### src/hw/acs_pkg.sv
// Constants, types and register map of the conversion sequencer.
package acs_pkg;
  // Register byte offsets on the APB.
  localparam logic [7:0] ACS_CTRL_ADDR = 8'h00;
  localparam logic [7:0] ACS_CLOCK_ADDR = 8'h04;
  localparam logic [7:0] ACS_SAMPLE_ADDR = 8'h08;
  localparam logic [7:0] ACS_CMD_ADDR = 8'h0c;
  localparam logic [7:0] ACS_STATUS_ADDR = 8'h10;
  localparam logic [7:0] ACS_INTFLAGS_ADDR = 8'h14;
  localparam logic [7:0] ACS_INTMASK_ADDR = 8'h18;
  localparam logic [7:0] ACS_RESULT_ADDR = 8'h1c;
  localparam logic [7:0] ACS_DATA_ADDR = 8'h20;
  // Reset values.
  localparam int unsigned ACS_PCLK_MHZ = 250;
  localparam logic [7:0] ACS_TIMEBASE_RST = 8'(ACS_PCLK_MHZ);
  localparam logic [8:0] ACS_CTRL_RST = 9'h000;
  // Module initialization times in microseconds.
  localparam logic [7:0] ACS_INIT_CONV_US = 8'd10;
  localparam logic [7:0] ACS_INIT_AMP_US = 8'd10;
  localparam logic [7:0] ACS_INIT_REF_US = 8'd60;
  localparam logic [7:0] ACS_INIT_TEMP_US = 8'd35;
  // Slow peripheral clock: fixed converter init in clock cycles.
  localparam logic [7:0] ACS_SLOW_TB = 8'd2;
  localparam logic [15:0] ACS_SLOW_CONV_CYC = 16'd20;
  // Phase lengths in half conversion clock cycles, and the largest sample_count_select.
  localparam logic [9:0] ACS_START_HALF = 10'd2;
  localparam logic [9:0] ACS_CONV8_HALF = 10'd18;
  localparam logic [9:0] ACS_CONV12_HALF = 10'd26;
  localparam logic [9:0] ACS_SETTLE_HALF = 10'd1;
  localparam logic [3:0] ACS_MAX_SCS = 4'd10;
  // Accumulation modes.
  localparam logic [1:0] ACS_ACC_SINGLE = 2'd0;
  localparam logic [1:0] ACS_ACC_SERIES = 2'd1;
  localparam logic [1:0] ACS_ACC_BURST = 2'd2;
  // Interrupt flag positions.
  localparam int unsigned ACS_IRQ_RESULT = 0;
  localparam int unsigned ACS_IRQ_SAMPLE = 1;

  typedef enum logic [2:0] {
    ACS_IDLE = 3'b000, ACS_INIT = 3'b001, ACS_START = 3'b010, ACS_AMP_TRACK = 3'b011,
    ACS_SAMPLE = 3'b100, ACS_CONVERT = 3'b101, ACS_SETTLE = 3'b110, ACS_UPDATE = 3'b111
  } acs_state_t;

  // Analog modules that may need powering and initialization.
  typedef struct packed {
    logic temp_dac;
    logic ref_int;
    logic amp;
    logic conv;
  } acs_modules_t;

  // Strobes toward the analog front end.
  typedef struct packed {
    logic amp_track;
    logic amp_hold;
    logic adc_sample;
    logic adc_convert;
  } acs_analog_t;
endpackage

### src/hw/acs_sequencer.sv
// Conversion sequencer with APB registers, init timing, accumulation and interrupt.
// How it works
// - Wait init: converter/amp 10us, ref 60us, temp 35us.
// - Init wait is longest enabled module time.
// - Below 2 MHz converter init is 20 cycles.
// - Low latency keeps modules powered, skips init.
// - Init still on first enable or new modules.
// - Busy flag high while initialization runs.
// - Sampling lasts sample_duration plus half cycle, amplifier_hold_sample_duration with amp.
// - Amplifier tracks, holds only during converter sampling.
// - Amplifier tracking lasts sample_duration plus one cycle.
// - Accumulate 2^sample_count_select samples, up to 1024.
// - Convert nine cycles 8-bit, thirteen otherwise.
// - Result after half cycle plus one clock, plus one more when accumulating.
// - 12-bit single: init plus sample_duration plus 15.
// - Free running restarts right after result.
// - Conversion clock divides peripheral clock by prescaler.
`timescale 1ns/100ps
`default_nettype none
module acs_sequencer #(
  parameter int unsigned DATA_W = 12,
  parameter int unsigned ACC_W = 22
) (
  // Clock and reset.
  input wire logic pclk,
  input wire logic presetn,
  // APB slave.
  input wire logic [7:0] paddr,
  input wire logic psel,
  input wire logic penable,
  input wire logic pwrite,
  input wire logic [31:0] pwdata,
  output logic [31:0] prdata,
  output logic pready,
  output logic pslverr,
  // Interrupt.
  output logic irq,
  // Analog front end.
  output acs_pkg::acs_modules_t analog_power,
  output acs_pkg::acs_analog_t analog_ctl,
  input wire logic [DATA_W-1:0] conv_data_i
);
  import acs_pkg::*;

  // Refuse widths that cannot hold 1024 summed samples.
  if (DATA_W > 16 || ACC_W < DATA_W + 10 || ACC_W > 32) begin : g_chk
    $error("acs_sequencer: unsupported DATA_W or ACC_W");
  end

  logic [8:0] ctrl_q;
  logic [3:0] clock_divider_select;
  logic [7:0] timebase_q;
  logic [7:0] sample_duration, amplifier_hold_sample_duration;
  logic [3:0] sample_count_select;
  logic [1:0] flags_q, mask_q;
  logic [ACC_W-1:0] result_q, acc_q;
  logic [DATA_W-1:0] data_q, sync1_q, sync2_q;
  acs_state_t state_q;
  logic [9:0] ph_q;
  logic [3:0] div_q;
  logic [15:0] init_cnt_q, init_target;
  logic [10:0] acc_n_q;
  logic upd_cnt_q;
  acs_modules_t cfg_req;

  // Control fields.
  logic enable, low_latency_enable, free_running_enable, mode8, use_amp;
  logic [1:0] accum_mode;
  assign enable = ctrl_q[0];
  assign low_latency_enable = ctrl_q[1];
  assign free_running_enable = ctrl_q[2];
  assign mode8 = ctrl_q[3];
  assign accum_mode = ctrl_q[5:4];
  assign use_amp = ctrl_q[6];
  assign cfg_req = '{temp_dac: ctrl_q[8], ref_int: ctrl_q[7], amp: ctrl_q[6], conv: 1'b1};

  // APB decode; the slave never waits.
  logic wr_en, rd_en, addr_ok, start_cmd;
  assign pready = 1'b1;
  assign wr_en = psel && penable && pwrite;
  assign rd_en = psel && penable && !pwrite;
  assign addr_ok = paddr <= ACS_DATA_ADDR && paddr[1:0] == 2'b00;
  assign pslverr = psel && penable && !addr_ok;
  assign start_cmd = wr_en && paddr == ACS_CMD_ADDR && pwdata[0] && enable;

  // Read mux, zero on unmapped offsets.
  always_comb begin
    prdata = 32'h0;
    case (paddr)
      ACS_CTRL_ADDR: prdata = {23'h0, ctrl_q};
      ACS_CLOCK_ADDR: prdata = {16'h0, timebase_q, 4'h0, clock_divider_select};
      ACS_SAMPLE_ADDR: prdata = {12'h0, sample_count_select, amplifier_hold_sample_duration, sample_duration};
      ACS_STATUS_ADDR: prdata = {28'h0, state_q, state_q == ACS_INIT};
      ACS_INTFLAGS_ADDR: prdata = {30'h0, flags_q};
      ACS_INTMASK_ADDR: prdata = {30'h0, mask_q};
      ACS_RESULT_ADDR: prdata = 32'(result_q);
      ACS_DATA_ADDR: prdata = 32'(data_q);
      default: prdata = 32'h0;
    endcase
  end

  // Configuration registers.
  always_ff @(posedge pclk or negedge presetn) begin
    if (!presetn) begin
      ctrl_q <= ACS_CTRL_RST;
      clock_divider_select <= 4'h0;
      timebase_q <= ACS_TIMEBASE_RST;
      sample_duration <= 8'h00;
      amplifier_hold_sample_duration <= 8'h00;
      sample_count_select <= 4'h0;
      mask_q <= 2'h0;
    end else if (wr_en) begin
      case (paddr)
        ACS_CTRL_ADDR: ctrl_q <= pwdata[8:0];
        ACS_CLOCK_ADDR: begin
          clock_divider_select <= pwdata[3:0];
          timebase_q <= pwdata[15:8];
        end
        ACS_SAMPLE_ADDR: begin
          sample_duration <= pwdata[7:0];
          amplifier_hold_sample_duration <= pwdata[15:8];
          sample_count_select <= pwdata[19:16] > ACS_MAX_SCS ? ACS_MAX_SCS : pwdata[19:16];
        end
        ACS_INTMASK_ADDR: mask_q <= pwdata[1:0];
        default: ;
      endcase
    end
  end

  // Init length in pclk cycles: longest enabled module, all started together.
  function automatic logic [15:0] init_cycles(input acs_modules_t m, input logic [7:0] tb);
    logic [15:0] t, w;
    // Widen the timebase first, so the products never wrap at eight bits.
    w = 16'(tb);
    t = tb < ACS_SLOW_TB ? ACS_SLOW_CONV_CYC : ACS_INIT_CONV_US * w;
    if (m.amp && ACS_INIT_AMP_US * w > t) t = ACS_INIT_AMP_US * w;
    if (m.temp_dac && ACS_INIT_TEMP_US * w > t) t = ACS_INIT_TEMP_US * w;
    if (m.ref_int && ACS_INIT_REF_US * w > t) t = ACS_INIT_REF_US * w;
    return t;
  endfunction
  assign init_target = init_cycles(cfg_req, timebase_q);

  // Prescaler: one half conversion clock every clock_divider_select+1 pclk cycles.
  logic half_tick;
  assign half_tick = div_q == clock_divider_select;
  always_ff @(posedge pclk or negedge presetn) begin
    if (!presetn) div_q <= 4'h0;
    // Cleared in UPDATE too, so a burst restart never begins with a short half cycle.
    else if (state_q == ACS_IDLE || state_q == ACS_INIT || state_q == ACS_UPDATE || half_tick) div_q <= 4'h0;
    else div_q <= div_q + 4'h1;
  end

  // Phase lengths in half cycles.
  logic [9:0] samp_half, track_half, conv_half, phase_len;
  logic ph_end, init_done, need_init, last_sample, powered_q;
  acs_modules_t powered_cfg_q;
  acs_state_t first_state;
  assign samp_half = use_amp ? {1'b0, amplifier_hold_sample_duration, 1'b1} : {1'b0, sample_duration, 1'b1};
  assign track_half = {1'b0, sample_duration, 1'b0} + 10'd2;
  assign conv_half = mode8 ? ACS_CONV8_HALF : ACS_CONV12_HALF;
  always_comb begin
    case (state_q)
      ACS_START: phase_len = ACS_START_HALF;
      ACS_AMP_TRACK: phase_len = track_half;
      ACS_SAMPLE: phase_len = samp_half;
      ACS_CONVERT: phase_len = conv_half;
      default: phase_len = ACS_SETTLE_HALF;
    endcase
  end
  assign ph_end = half_tick && ph_q == phase_len - 10'd1;
  assign init_done = init_cnt_q >= init_target - 16'd1;
  assign need_init = !(low_latency_enable && powered_q && (cfg_req & ~powered_cfg_q) == '0);
  assign first_state = use_amp ? ACS_AMP_TRACK : ACS_START;
  assign last_sample = accum_mode == ACS_ACC_SINGLE || acc_n_q == (11'd1 << sample_count_select) - 11'd1;

  // Main sequencer.
  always_ff @(posedge pclk or negedge presetn) begin
    if (!presetn) begin
      state_q <= ACS_IDLE;
      upd_cnt_q <= 1'b0;
    end else if (!enable) begin
      state_q <= ACS_IDLE;
    end else begin
      case (state_q)
        ACS_IDLE: if (start_cmd) state_q <= need_init ? ACS_INIT : first_state;
        ACS_INIT: if (init_done) state_q <= first_state;
        ACS_START: if (ph_end) state_q <= ACS_SAMPLE;
        ACS_AMP_TRACK: if (ph_end) state_q <= ACS_SAMPLE;
        ACS_SAMPLE: if (ph_end) state_q <= ACS_CONVERT;
        ACS_CONVERT: if (ph_end) state_q <= ACS_SETTLE;
        ACS_SETTLE: if (ph_end) begin
          state_q <= ACS_UPDATE;
          upd_cnt_q <= 1'b0;
        end
        ACS_UPDATE: begin
          // The final accumulated result takes one extra clock.
          upd_cnt_q <= 1'b1;
          if (!last_sample) begin
            // A series waits in idle for the next start command; a burst goes straight on.
            state_q <= accum_mode == ACS_ACC_SERIES ? ACS_IDLE : first_state;
          end else if (accum_mode == ACS_ACC_SINGLE || upd_cnt_q) begin
            state_q <= !free_running_enable ? ACS_IDLE : need_init ? ACS_INIT : first_state;
          end
        end
        default: state_q <= ACS_IDLE;
      endcase
    end
  end

  // Phase and init counters restart on every state change.
  always_ff @(posedge pclk or negedge presetn) begin
    if (!presetn) begin
      ph_q <= 10'h0;
      init_cnt_q <= 16'h0;
    end else begin
      ph_q <= (ph_end || state_q == ACS_IDLE || state_q == ACS_INIT) ? 10'h0 : ph_q + 10'(half_tick);
      init_cnt_q <= state_q == ACS_INIT ? init_cnt_q + 16'd1 : 16'h0;
    end
  end

  // Power bookkeeping: modules stay on after the last result only in low latency or free running.
  always_ff @(posedge pclk or negedge presetn) begin
    if (!presetn) begin
      powered_q <= 1'b0;
      powered_cfg_q <= '0;
    end else if (!enable) begin
      powered_q <= 1'b0;
      powered_cfg_q <= '0;
    end else if (state_q == ACS_INIT) begin
      powered_q <= 1'b1;
      powered_cfg_q <= cfg_req;
    end else if (state_q == ACS_UPDATE && last_sample && !low_latency_enable && !free_running_enable
                 && (accum_mode == ACS_ACC_SINGLE || upd_cnt_q)) begin
      powered_q <= 1'b0;
      powered_cfg_q <= '0;
    end
  end
  assign analog_power = powered_cfg_q;

  // Analog strobes decoded from the state.
  assign analog_ctl = '{
    amp_track: use_amp && powered_q && state_q != ACS_SAMPLE && state_q != ACS_INIT,
    amp_hold: use_amp && state_q == ACS_SAMPLE,
    adc_sample: state_q == ACS_SAMPLE,
    adc_convert: state_q == ACS_CONVERT
  };

  // Converter data arrives from the analog side, so it is synchronised.
  always_ff @(posedge pclk or negedge presetn) begin
    if (!presetn) begin
      sync1_q <= '0;
      sync2_q <= '0;
    end else begin
      sync1_q <= conv_data_i;
      sync2_q <= sync1_q;
    end
  end

  // Sample capture, accumulation and result update.
  logic sample_evt, result_evt;
  assign sample_evt = state_q == ACS_UPDATE && !upd_cnt_q;
  assign result_evt = sample_evt && last_sample && accum_mode == ACS_ACC_SINGLE
                      || state_q == ACS_UPDATE && upd_cnt_q && last_sample;
  always_ff @(posedge pclk or negedge presetn) begin
    if (!presetn) begin
      data_q <= '0;
      acc_q <= '0;
      acc_n_q <= 11'h0;
      result_q <= '0;
    end else begin
      if (sample_evt) begin
        data_q <= sync2_q;
        acc_q <= acc_n_q == 11'h0 ? ACC_W'(sync2_q) : acc_q + ACC_W'(sync2_q);
        // The index stays on the last sample until the result is taken, one clock later when accumulating.
        acc_n_q <= last_sample ? acc_n_q : acc_n_q + 11'd1;
      end
      if (result_evt) result_q <= accum_mode == ACS_ACC_SINGLE ? ACC_W'(sync2_q) : acc_q;
      if (result_evt || !enable) acc_n_q <= 11'h0;
    end
  end

  // Sticky flags: reading clears them, but a new event in that cycle wins.
  always_ff @(posedge pclk or negedge presetn) begin
    if (!presetn) flags_q <= 2'h0;
    else flags_q <= (rd_en && paddr == ACS_INTFLAGS_ADDR ? 2'h0 : flags_q) | {sample_evt, result_evt};
  end
  assign irq = |(flags_q & mask_q);
endmodule
`default_nettype wire

### config.mk
export PLATFORM = sky130hd
export DESIGN_NAME = acs_sequencer
export DESIGN_NICKNAME = d
export VERILOG_FILES = /design/src/hw/acs_pkg.sv /design/src/hw/acs_sequencer.sv
export SDC_FILE = /design/constraint.sdc
export NUM_CORES = 1
export LEC_CHECK = 0
export BUFFER_PORTS_ARGS = -buffer_cell sky130_fd_sc_hd__buf_2
export CORE_MARGIN = 1
export CORE_UTILIZATION = 46
export CTS_CLUSTER_SIZE = 8
export DETAILED_ROUTE_END_ITERATION = 6
export GPL_ROUTABILITY_DRIVEN = 0
export PLACE_DENSITY = 0.68
export SETUP_SLACK_MARGIN = 0.15
export SLEW_MARGIN = 20
export SYNTH_ARGS = -nofsm -noshare
export SYNTH_HDL_FRONTEND = slang
export SYNTH_SLANG_ARGS = --single-unit
### constraint.sdc
create_clock -name pclk -period 12.1 [get_ports pclk]
set_input_delay 1.815 -clock pclk [delete_from_list [all_inputs] [get_ports pclk]]
set_output_delay 1.815 -clock pclk [all_outputs]
set_load 0.01 [all_outputs]
==> impl_metrics.ini, run 1 <==
[run_status]
status = completed

[place]
port_buffers = 76
hpwl_um = 26000
placed_area_um2 = 14200

[layout]
fin_util_pct = 51.5
fin_area_um2 = 14800
fillers = 2673
multi_input_area_um2 = 8510
regArea_um2 = 4360
nNetsFinal = 1764
drive_gt1_share_pct = 13.4
area_delta_synth_final_pct = 10.1

[pwr]
power_leakage_nw = 7.10
p_switching_w = 0.000357
cellPowerDensity_nw_per_um2 = 85.8
ir_drop_mv = 0.0786
seqPwrFrac_pct = 46.8
swShare_pct = 28.0
clkPwrFrac_pct = 42.9
power_frac_comb_pct = 10.3
internal_power_w = 0.000916

[sta]
rsz0062_at_grt = false
finalCriticalPeriod_ps = 10980
slew_violations = 0
final_hold_viol_count = 0
setup_viol = 0
tightest_slew_ps = 1040
finalSetupTns_ps = 0
fin_crit_sh_pct = 90.7
max_freq_mhz = 91.1
finClkSkew_ps = 12.9
maxSlewHeadroom_pct = 30.4

[detailed_routing]
routed-via-count = 11400
vias_per_cell = 5.79
wl_um = 34200
drc = 0
wl_per_cell_um = 17.4
ant_nets = 0
dr.pass1.iters = 5
drt_iter0_markers = 672

[global_route]
use_met1_pct = 32.6
grt_pass1_vias = 11100
grt_max_degree = 81
globalRouteMet3Util_pct = 2.90
grt.total_usage_pct = 23.7
grt_busiest_layer = met2
grt_pass1_wl_um = 57500
antenna_found_initial = 2
grt-ovfl-total = 0
met2_usage_pct = 38.9

[clock_network]
postCtsSetupBuffers = 0
clkTransAtPathRegs_ps = 70
cts_buffers = 17
h-tree-depth = 4
tritoncts = built
root_buffer = clkbuf_16
clock_path_buffers = 2
clock_latency_ps = 430
cts.repair.resized = 0
cts_hold_buf = 0
clock_sinks = 174

[worst_setup_path]
path_common_cell = ha_1
crit_start = timebase_q[1]
crit_path_end_kind = flop
crit_path_max_fanout = 15
critPathRequiredTime_ps = 12450
critPathArrivalTime_ps = 11330
critPathKind = flop to flop
startpoint_type = flop
max_stage_delay_ps = 590
r2r-start = timebase_q[1]
crit_slowest_cell = dfstp_2

[synthesis]
yosysWarnings = 0
muxShareOfSynthArea_pct = 6.21
netlist_top_cells_area = dfrtp_1 (31%), ha_1 (11%), nand2_1 (5.1%), mux2_2 (3.7%), nor2_1 (3.6%)
synth_compound_area_share_pct = 17.7
syn_avg_cell_area_um2 = 8.90
yosys.area_share.adder_pct = 13.7
yosysSeqAreaShare_pct = 32.4
synthMostInstantiatedCell = nand2_1
synth-xor-area-share_pct = 6.51
ys_async_sr_fraction_pct = 100
synth_top_area_cell = dfrtp_1
synth-simple-area-share_pct = 18.6
synthesis.area_um2 = 13500
synth_edf_count = 0
ys.flop_type = dfrtp_1
synth_cell_types = 93
synth_top_family_by_area = simple AND/OR/NAND/NOR gates
ys_ff_latch = 174
netlist.area_leader.share_pct = 31.2
synth_cells = 1512
ys_top_cells_by_count = nand2_1 (183), dfrtp_1 (168), nor2_1 (130)

[hold_path]
worstHoldStart = sync1_q[8]
min_path_type = flop to flop

[flow_run]
cap_viol_max_count = 0

[die]
rows = 62
chipHeight_um = 173
ios = 100
die_w_um = 173
die-area_um2 = 30000
initial_core_util_pct = 46.8
core_um2 = 28800
worst paths after layout:
kind,endpoint,slack (ps),cells after the start
max,state_q[2],1120,47
min,sync2_q[8],350,0
max reg2reg,state_q[2],1120,47
min reg2reg,sync2_q[8],350,0
max in group asynchronous,data_q[7],8950,3
min in group asynchronous,acc_n_q[9],1390,1
metrics by stage:
stage / setup slack [ps] / power [W] / instances / hold slack (ps)
2_1_floorplan: 2200 / 0.000691 / 1521 / 331
3_3_place_gp: 1420 / 0.000734 / 1936 / 331
3_5_place_dp: 1340 / 0.000737 / 1936 / 335
4_1_cts: 1260 / 0.00129 / 1968 / 351
5_1_grt: 404 / 0.00132 / 1968 / 361
6_report: 1120 / 0.00127 / 1969 / 349
routing by layer:
layer | up-vias | routed length [um]
li1 | 5499 | -
met1 | 5525 | 15700
met2 | 316 | 15900
met3 | 59 | 1810
met4 | 2 | 757
met5 | - | 13
power by group through the flow:
| stage | combinational, W | clock, W | sequential [W] |
|---|---|---|---|
| 6_report | 0.000131 | 0.000546 | 0.000596 |
| 3_5_place_dp | 0.000130 | 0 | 0.000607 |
| 3_3_place_gp | 0.000128 | 0 | 0.000607 |
| 5_1_grt | 0.000148 | 0.000579 | 0.000597 |
| 4_1_cts | 0.000131 | 0.000560 | 0.000595 |
| 2_1_floorplan | 0.0000871 | 0 | 0.000604 |
sequential cells by signal, summed over array words and instances (netlist names), 8 cells and up:
signal / flops
ph_q: 10
timebase_q: 8
acc_n_q: 11
result_q: 22
sync2_q: 12
data_q: 12
ctrl_q: 9
amplifier_hold_sample_duration: 8
sync1_q: 12
sample_duration: 8
init_cnt_q: 16
acc_q: 22
cell families after synthesis:
family,after synthesis
other cells,2
xor+xnor,100
compound gates,338
buf+inv,156
simple gates,528
fa+ha+maj,136
flops,174
mux,78
worst max-delay path: cells and delay by family (launching register included):
| family | cells | cell delay, ps |
|---|---|---|
| adders and majority gates | 7 | 1930 |
| xor gates and xnor gates | 1 | 160 |
| muxes | 2 | 630 |
| buffers and inverters | 1 | 80 |
| AOI/OAI and AO/OA | 24 | 5190 |
| and+or+nand+nor | 12 | 2330 |
| DFF | 1 | 590 |
placed cells by master, fill, tap and decap left out, types with 22 or more instances in the layout:
master and n:
xor2_1 46, dfrtp_1 168, a22oi_1 35, nor2_1 129, buf_2 75, inv_1 87, nand2_1 183, mux2i_1 34
ha_1 117, buf_4 22, xnor2_1 54, nand3_1 42, a21oi_1 54, o21ai_0 76, mux2_2 44, a21o_1 24
nand4_1 28, nor3_1 28
final cells by class:
type	count	area share, %
Clock buffer	17	2.87
Clock inverter	15	1.11
Sequential cell	174	29.4
Tap cell	384	3.24
Multi-Input combinational cell	1191	57.4
Antenna cell	1	0.0169
Timing Repair Buffer	98	3.72
Inverter	89	2.25
Note: power is estimated with default switching activity, not from simulation.
==> run 2: changes to the inputs <==
--- a/config.mk
+++ b/config.mk
@@ -5,13 +5,16 @@
 export SDC_FILE = /design/constraint.sdc
 export NUM_CORES = 1
 export LEC_CHECK = 0
+export ABC_AREA = 1
 export BUFFER_PORTS_ARGS = -buffer_cell sky130_fd_sc_hd__buf_2
+export CELL_PAD_IN_SITES_DETAIL_PLACEMENT = 1
+export CELL_PAD_IN_SITES_GLOBAL_PLACEMENT = 1
 export CORE_MARGIN = 1
 export CORE_UTILIZATION = 46
 export CTS_CLUSTER_SIZE = 8
 export DETAILED_ROUTE_END_ITERATION = 6
 export GPL_ROUTABILITY_DRIVEN = 0
-export PLACE_DENSITY = 0.68
+export PLACE_DENSITY = 0.86
 export SETUP_SLACK_MARGIN = 0.15
 export SLEW_MARGIN = 20
 export SYNTH_ARGS = -nofsm -noshare
==> constraint.sdc (replaced) <==
create_clock -name pclk -period 12.1 [get_ports pclk]
set_input_delay 1.21 -clock pclk [delete_from_list [all_inputs] [get_ports pclk]]
set_output_delay 1.21 -clock pclk [all_outputs]
set_load 0.01 [all_outputs]
==> impl_metrics.ini, run 2 <==
[clock_network]
cts.repair.resized = 0
postCtsSetupBuffers = 0
root_buffer = clkbuf_16
clkTransAtPathRegs_ps = 80
h-tree-depth = 4
cts_hold_buf = 0
clock_path_buffers = 2
clock_latency_ps = 450
clock_sinks = 174
tritoncts = built
cts_buffers = 17

[sta]
slew_violations = 0
setup_slack_ps = 3140
tightest_slew_ps = 992
max_freq_mhz = 112
finalSetupTns_ps = 0
rsz0062_at_grt = false
finClkSkew_ps = 11.7
finalCriticalPeriod_ps = 8960
setup_viol = 0
maxSlewHeadroom_pct = 33.6
fin_crit_sh_pct = 74.0
final_hold_viol_count = 0

[global_route]
grt-ovfl-total = 0
antenna_found_initial = 0
globalRouteMet3Util_pct = 3.59
grt_pass1_wl_um = 63200
grt_max_degree = 106
use_met1_pct = 34.1
grt_pass1_vias = 12500
grt_busiest_layer = met2
grt.total_usage_pct = 27.9
met2_usage_pct = 49.8

[synthesis]
yosysWarnings = 0
synth_cells = 1693
yosysSeqAreaShare_pct = 33.7
synth_top_area_cell = dfrtp_1
syn_avg_cell_area_um2 = 7.64
ys_top_cells_by_count = nand2_1 (364), inv_1 (240), dfrtp_1 (168)
synth_edf_count = 0
synthesis.area_um2 = 12900
ys.flop_type = dfrtp_1
synthMostInstantiatedCell = nand2_1
ys_async_sr_fraction_pct = 100
synth_cell_types = 64
netlist.area_leader.share_pct = 32.5
ys_ff_latch = 174
netlist_top_cells_area = dfrtp_1 (33%), ha_1 (11%), nand2_1 (11%), inv_1 (7.0%), o21ai_0 (5.0%)

[worst_setup_path]
crit_path_end_kind = flop
max_stage_delay_ps = 760
critPathRequiredTime_ps = 12440
critPathKind = flop to flop
crit_slowest_cell = dfstp_2
startpoint_type = flop
crit_buf_inv = 5
path_delay_family = adder cells
critPathArrivalTime_ps = 9300
crit_path_max_fanout = 18

[flow_run]
cap_viol_max_count = 0

[detailed_routing]
drc = 0
wl_per_cell_um = 17.9
dr.pass1.iters = 5
ant_nets = 0
wl_um = 38500
vias_per_cell = 5.50
drt_iter0_markers = 648
routed-via-count = 11800

[place]
hpwl_um = 29300
pre_cts_ws_ps = 3240
port_buffers = 76

[layout]
n_antenna_cell = 0
area_delta_synth_final_pct = 10.1
drive_gt1_share_pct = 10.9
nNetsFinal = 1954
final_cell_mix = nand2_1 (364), inv_1 (240), dfrtp_1 (168), nor2_1 (130), o21ai_0 (129)
top_regs = acc_q x22, result_q x22, init_cnt_q x16
layout_commonest_cell = nand2_1

[run_status]
status = completed

[pwr]
cellPowerDensity_nw_per_um2 = 89.5
power_leakage_nw = 7.26
ir_drop_mv = 0.0758

[die]
core_um2 = 27700
ios = 100
die-area_um2 = 28800
rows = 61
chipHeight_um = 170
initial_core_util_pct = 46.7
die_w_um = 170

[hold_path]
min_path_type = flop to flop
## run 2: changes by cell type in the layout (fill, tap and decap cells not counted), moves of 34 or more
cell	change
o21ai_0	+53
inv_1	+153
mux2i_1	-34
a22oi_1	-35
mux2_2	-44
nand3_1	+55
nand2_1	+181
## run 2: final cells by class
type / instances / area [um^2]
well taps: 378 / 473
fillers: 3499 / 13500
repair buffers: 83 / 442
multi-input cells: 1228 / 7400
clock inverters: 15 / 171
clock buffers: 17 / 425
flip-flops and latches: 174 / 4360
inverters: 257 / 967
## run 2: through the flow
stage	hold slack, ps	cells	util, %	power [W]	area (um^2)
2_1_floorplan	331	1702	-	0.000681	13000
6_report	350	2152	51.4	0.00127	14200
3_3_place_gp	332	2120	49.3	0.000717	13600
4_1_cts	353	2152	51.4	0.00128	14200
5_1_grt	354	2152	51.4	0.00132	14200
3_5_place_dp	336	2120	49.3	0.000723	13600
## run 2: path summary, 6_finish.rpt
kind / from / cells past startpoint / slack, ps / to
setup / recovery: timebase_q[6] / 48 / 3140 / state_q[2]
hold / removal: sync1_q[6] / 0 / 350 / sync2_q[6]
setup reg to reg: timebase_q[6] / 48 / 3140 / state_q[2]
hold reg to reg: sync1_q[6] / 0 / 350 / sync2_q[6]
max in group asynchronous: presetn / 2 / 9720 / div_q[0]
min in group asynchronous: presetn / 1 / 870 / init_cnt_q[1]
## run 2: cells by family (layout without fill, tap and decap cells)
| logic type | Yosys count | count (layout) | share of synthesized area, % |
|---|---|---|---|
| compound gates | 301 | 301 | 13.5 |
| xor+xnor | 62 | 62 | 4.31 |
| fa+ha+maj | 136 | 136 | 14.3 |
| buf+inv | 300 | 372 | 9.30 |
| flops | 174 | 174 | 33.7 |
| other cells | 2 | 11 | 0.0581 |
| simple gates | 718 | 718 | 24.8 |
## run 2: worst reg2reg max path: cells and delay by family (launching register included)
kind	cells	cell delay [ps]
xor gates and xnor gates	2	410
and+or+nand+nor	18	2110
buffers and inverters	5	380
adders and majority gates	8	2690
DFF	1	760
AOI/OAI and AO/OA	15	2510
## run 2: power breakdown
| group | internal [W] | total [W] | leakage, nW | switching, W |
|---|---|---|---|---|
| logic | 0.0000358 | 0.000115 | 4.68 | 0.0000793 |
| clock network | 0.000279 | 0.000562 | 0.292 | 0.000284 |
| registers | 0.000588 | 0.000597 | 2.29 | 0.00000826 |
## run 2: routing by layer
metal  vias up  share of wire (%)
li1       5680                  -
met1      5843                 44
met2       225                 50
met3        80                3.0
met4         0                3.3
met5         -                  0
==> run 3: changes to the inputs <==
--- a/config.mk
+++ b/config.mk
@@ -5,16 +5,16 @@
 export SDC_FILE = /design/constraint.sdc
 export NUM_CORES = 1
 export LEC_CHECK = 0
-export ABC_AREA = 1
+export ABC_AREA = 0
 export BUFFER_PORTS_ARGS = -buffer_cell sky130_fd_sc_hd__buf_2
 export CELL_PAD_IN_SITES_DETAIL_PLACEMENT = 1
 export CELL_PAD_IN_SITES_GLOBAL_PLACEMENT = 1
 export CORE_MARGIN = 1
-export CORE_UTILIZATION = 46
+export CORE_UTILIZATION = 43
 export CTS_CLUSTER_SIZE = 8
 export DETAILED_ROUTE_END_ITERATION = 6
 export GPL_ROUTABILITY_DRIVEN = 0
-export PLACE_DENSITY = 0.86
+export PLACE_DENSITY = 0.82
 export SETUP_SLACK_MARGIN = 0.15
 export SLEW_MARGIN = 20
 export SYNTH_ARGS = -nofsm -noshare
==> constraint.sdc (replaced) <==
create_clock -name pclk -period 7.7 [get_ports pclk]
set_input_delay 0.77 -clock pclk [delete_from_list [all_inputs] [get_ports pclk]]
set_output_delay 0.77 -clock pclk [all_outputs]
set_load 0.01 [all_outputs]
==> impl_metrics.ini, run 3 (same netlist as run 1, synthesis figures left out) <==
[run_status]
status = finished with violations
violations = negative setup slack

[clock_network]
cts_hold_buf = 0
clock_path_buffers = 2
clock_latency_ps = 440
clkTransAtPathRegs_ps = 70
clock_sinks = 174
root_buffer = clkbuf_16
tritoncts = built
h-tree-depth = 4
cts_buffers = 17

[hold_path]
holdPathStages = 0
min_path_type = flop to flop

[worst_setup_path]
crit_path_max_fanout = 6
max_stage_delay_ps = 590
crit_slowest_cell = dfstp_2
critPathRequiredTime_ps = 8050
r2r_cells = 44
crit_path_end_kind = flop
startpoint_type = flop
critPathKind = flop to flop
critPathArrivalTime_ps = 9920

[sta]
maxSlewHeadroom_pct = 24.6
final_hold_viol_count = 0
tightest_slew_ps = 1130
rsz0062_at_grt = true
setup_viol = 3
setup_slack_ps = -1870
fin_crit_sh_pct = 124
finClkSkew_ps = 10.3
finalCriticalPeriod_ps = 9570
max_freq_mhz = 105
slew_violations = 0

[pwr]
finalPower_w = 0.00208
ir_drop_mv = 0.153
p_switching_w = 0.000563
internal_power_w = 0.00152
swShare_pct = 27.1
clkPwrFrac_pct = 41.2
cellPowerDensity_nw_per_um2 = 125
power_frac_comb_pct = 13.7
power_leakage_nw = 8.03
seqPwrFrac_pct = 45.1

[layout]
drive_gt1_share_pct = 25.6
n_antenna_cell = 0
top_regs = acc_q x22, result_q x22, init_cnt_q x16
fillers = 3580
nNetsFinal = 1933
area_delta_synth_final_pct = 23.8
layout_commonest_cell = buf_4
fin_util_pct = 54.4
final_cell_mix = buf_4 (187), nand2_1 (178), dfrtp_1 (168), nor2_1 (125), ha_1 (99)

[detailed_routing]
ant_nets = 0
vias_per_cell = 5.97
routed-via-count = 12800
drt_iter0_markers = 706
wl_um = 46600
wl_per_cell_um = 21.7
dr.pass1.iters = 5
drc = 0

[global_route]
grt.total_usage_pct = 29.2
grt-ovfl-total = 0
grt_pass1_wl_um = 72700
grt_max_degree = 95
antenna_found_initial = 1
grt_pass1_vias = 13700

[die]
chipHeight_um = 179
core_um2 = 30700
die-area_um2 = 32000
rows = 64
die_w_um = 179
ios = 100
initial_core_util_pct = 43.9

[place]
hpwl_um = 34500
port_buffers = 76

[flow_run]
cap_viol_max_count = 0
-- run 3: cell types whose count changed in the layout (fill, tap and decap cells not counted), sizes merged, moves of 26 or more --
cell / change
o21ai: -47
a21oi: -26
mux2: +44
buf: +185
nand2: -213
a22oi: +35
nand3: -57
xnor2: +32
inv: -165
mux2i: +34
-- run 3: routing by layer --
layer	routed length, um	up-vias	global-route usage [%]
met5	0	-	0
met3	2300	156	3.94
met1	18700	6410	35.2
li1	-	5810	-
met2	23300	447	50.7
met4	2250	0	14.5
-- run 3: path summary, 6_finish.rpt --
path                               startpoint  slack, ps       endpoint
worst min register to register     sync1_q[4]        350     sync2_q[4]
worst max register to register  timebase_q[3]      -1870     state_q[2]
max in group asynchronous             presetn       5540      ctrl_q[7]
worst max-delay path            timebase_q[3]      -1870     state_q[2]
min in group asynchronous             presetn        390  init_cnt_q[3]
worst min-delay path               sync1_q[4]        350     sync2_q[4]
-- run 3: final cells by class --
cell class	count	area, um^2	share of cell area, %
clock buffer	19	453	2.72
inverter	89	339	2.03
timing repair buffer	267	1840	11.0
multi-input combinational	1191	9060	54.3
sequential	174	4360	26.2
clock inverter	13	128	0.766
tap	396	495	2.97
-- run 3: power groups by stage --
stage | combinational (W) | sequential, W | clock, W
2_1_floorplan | 0.000144 | 0.000949 | 0
3_3_place_gp | 0.000237 | 0.000952 | 0
3_5_place_dp | 0.000249 | 0.000953 | 0
4_1_cts | 0.000262 | 0.000936 | 0.000872
5_1_grt | 0.000309 | 0.000937 | 0.000905
6_report | 0.000285 | 0.000936 | 0.000856
-- run 3: critical path: cells and delay by family, from the launching register on --
family / cells / cell delay (ps)
compound gates: 20 / 4150
simple gates: 10 / 2010
fa+ha+maj: 7 / 1780
buf+inv: 6 / 720
flops: 1 / 590
mux: 1 / 230
-- run 3: per-stage QoR --
stage / instances / setup TNS, ps / hold WS (ps) / cell area, um^2 / setup WS [ps]
2_1_floorplan: 1521 / -3790 / 331 / 13800 / -1260
3_3_place_gp: 2090 / -3250 / 332 / 15500 / -1080
3_5_place_dp: 2090 / -4630 / 336 / 15500 / -1560
4_1_cts: 2139 / -4370 / 352 / 16400 / -1470
5_1_grt: 2149 / -6770 / 358 / 16700 / -2270
6_report: 2149 / -5530 / 351 / 16700 / -1870
-- run 3: timing repair --
| item | CTS | global route |
|---|---|---|
| pin swaps | 25 | 46 |
| endpoints found under the setup margin | 3 | 3 |
| buffers inserted | 17 | 10 |
| gates resized for setup | 20 | 41 |
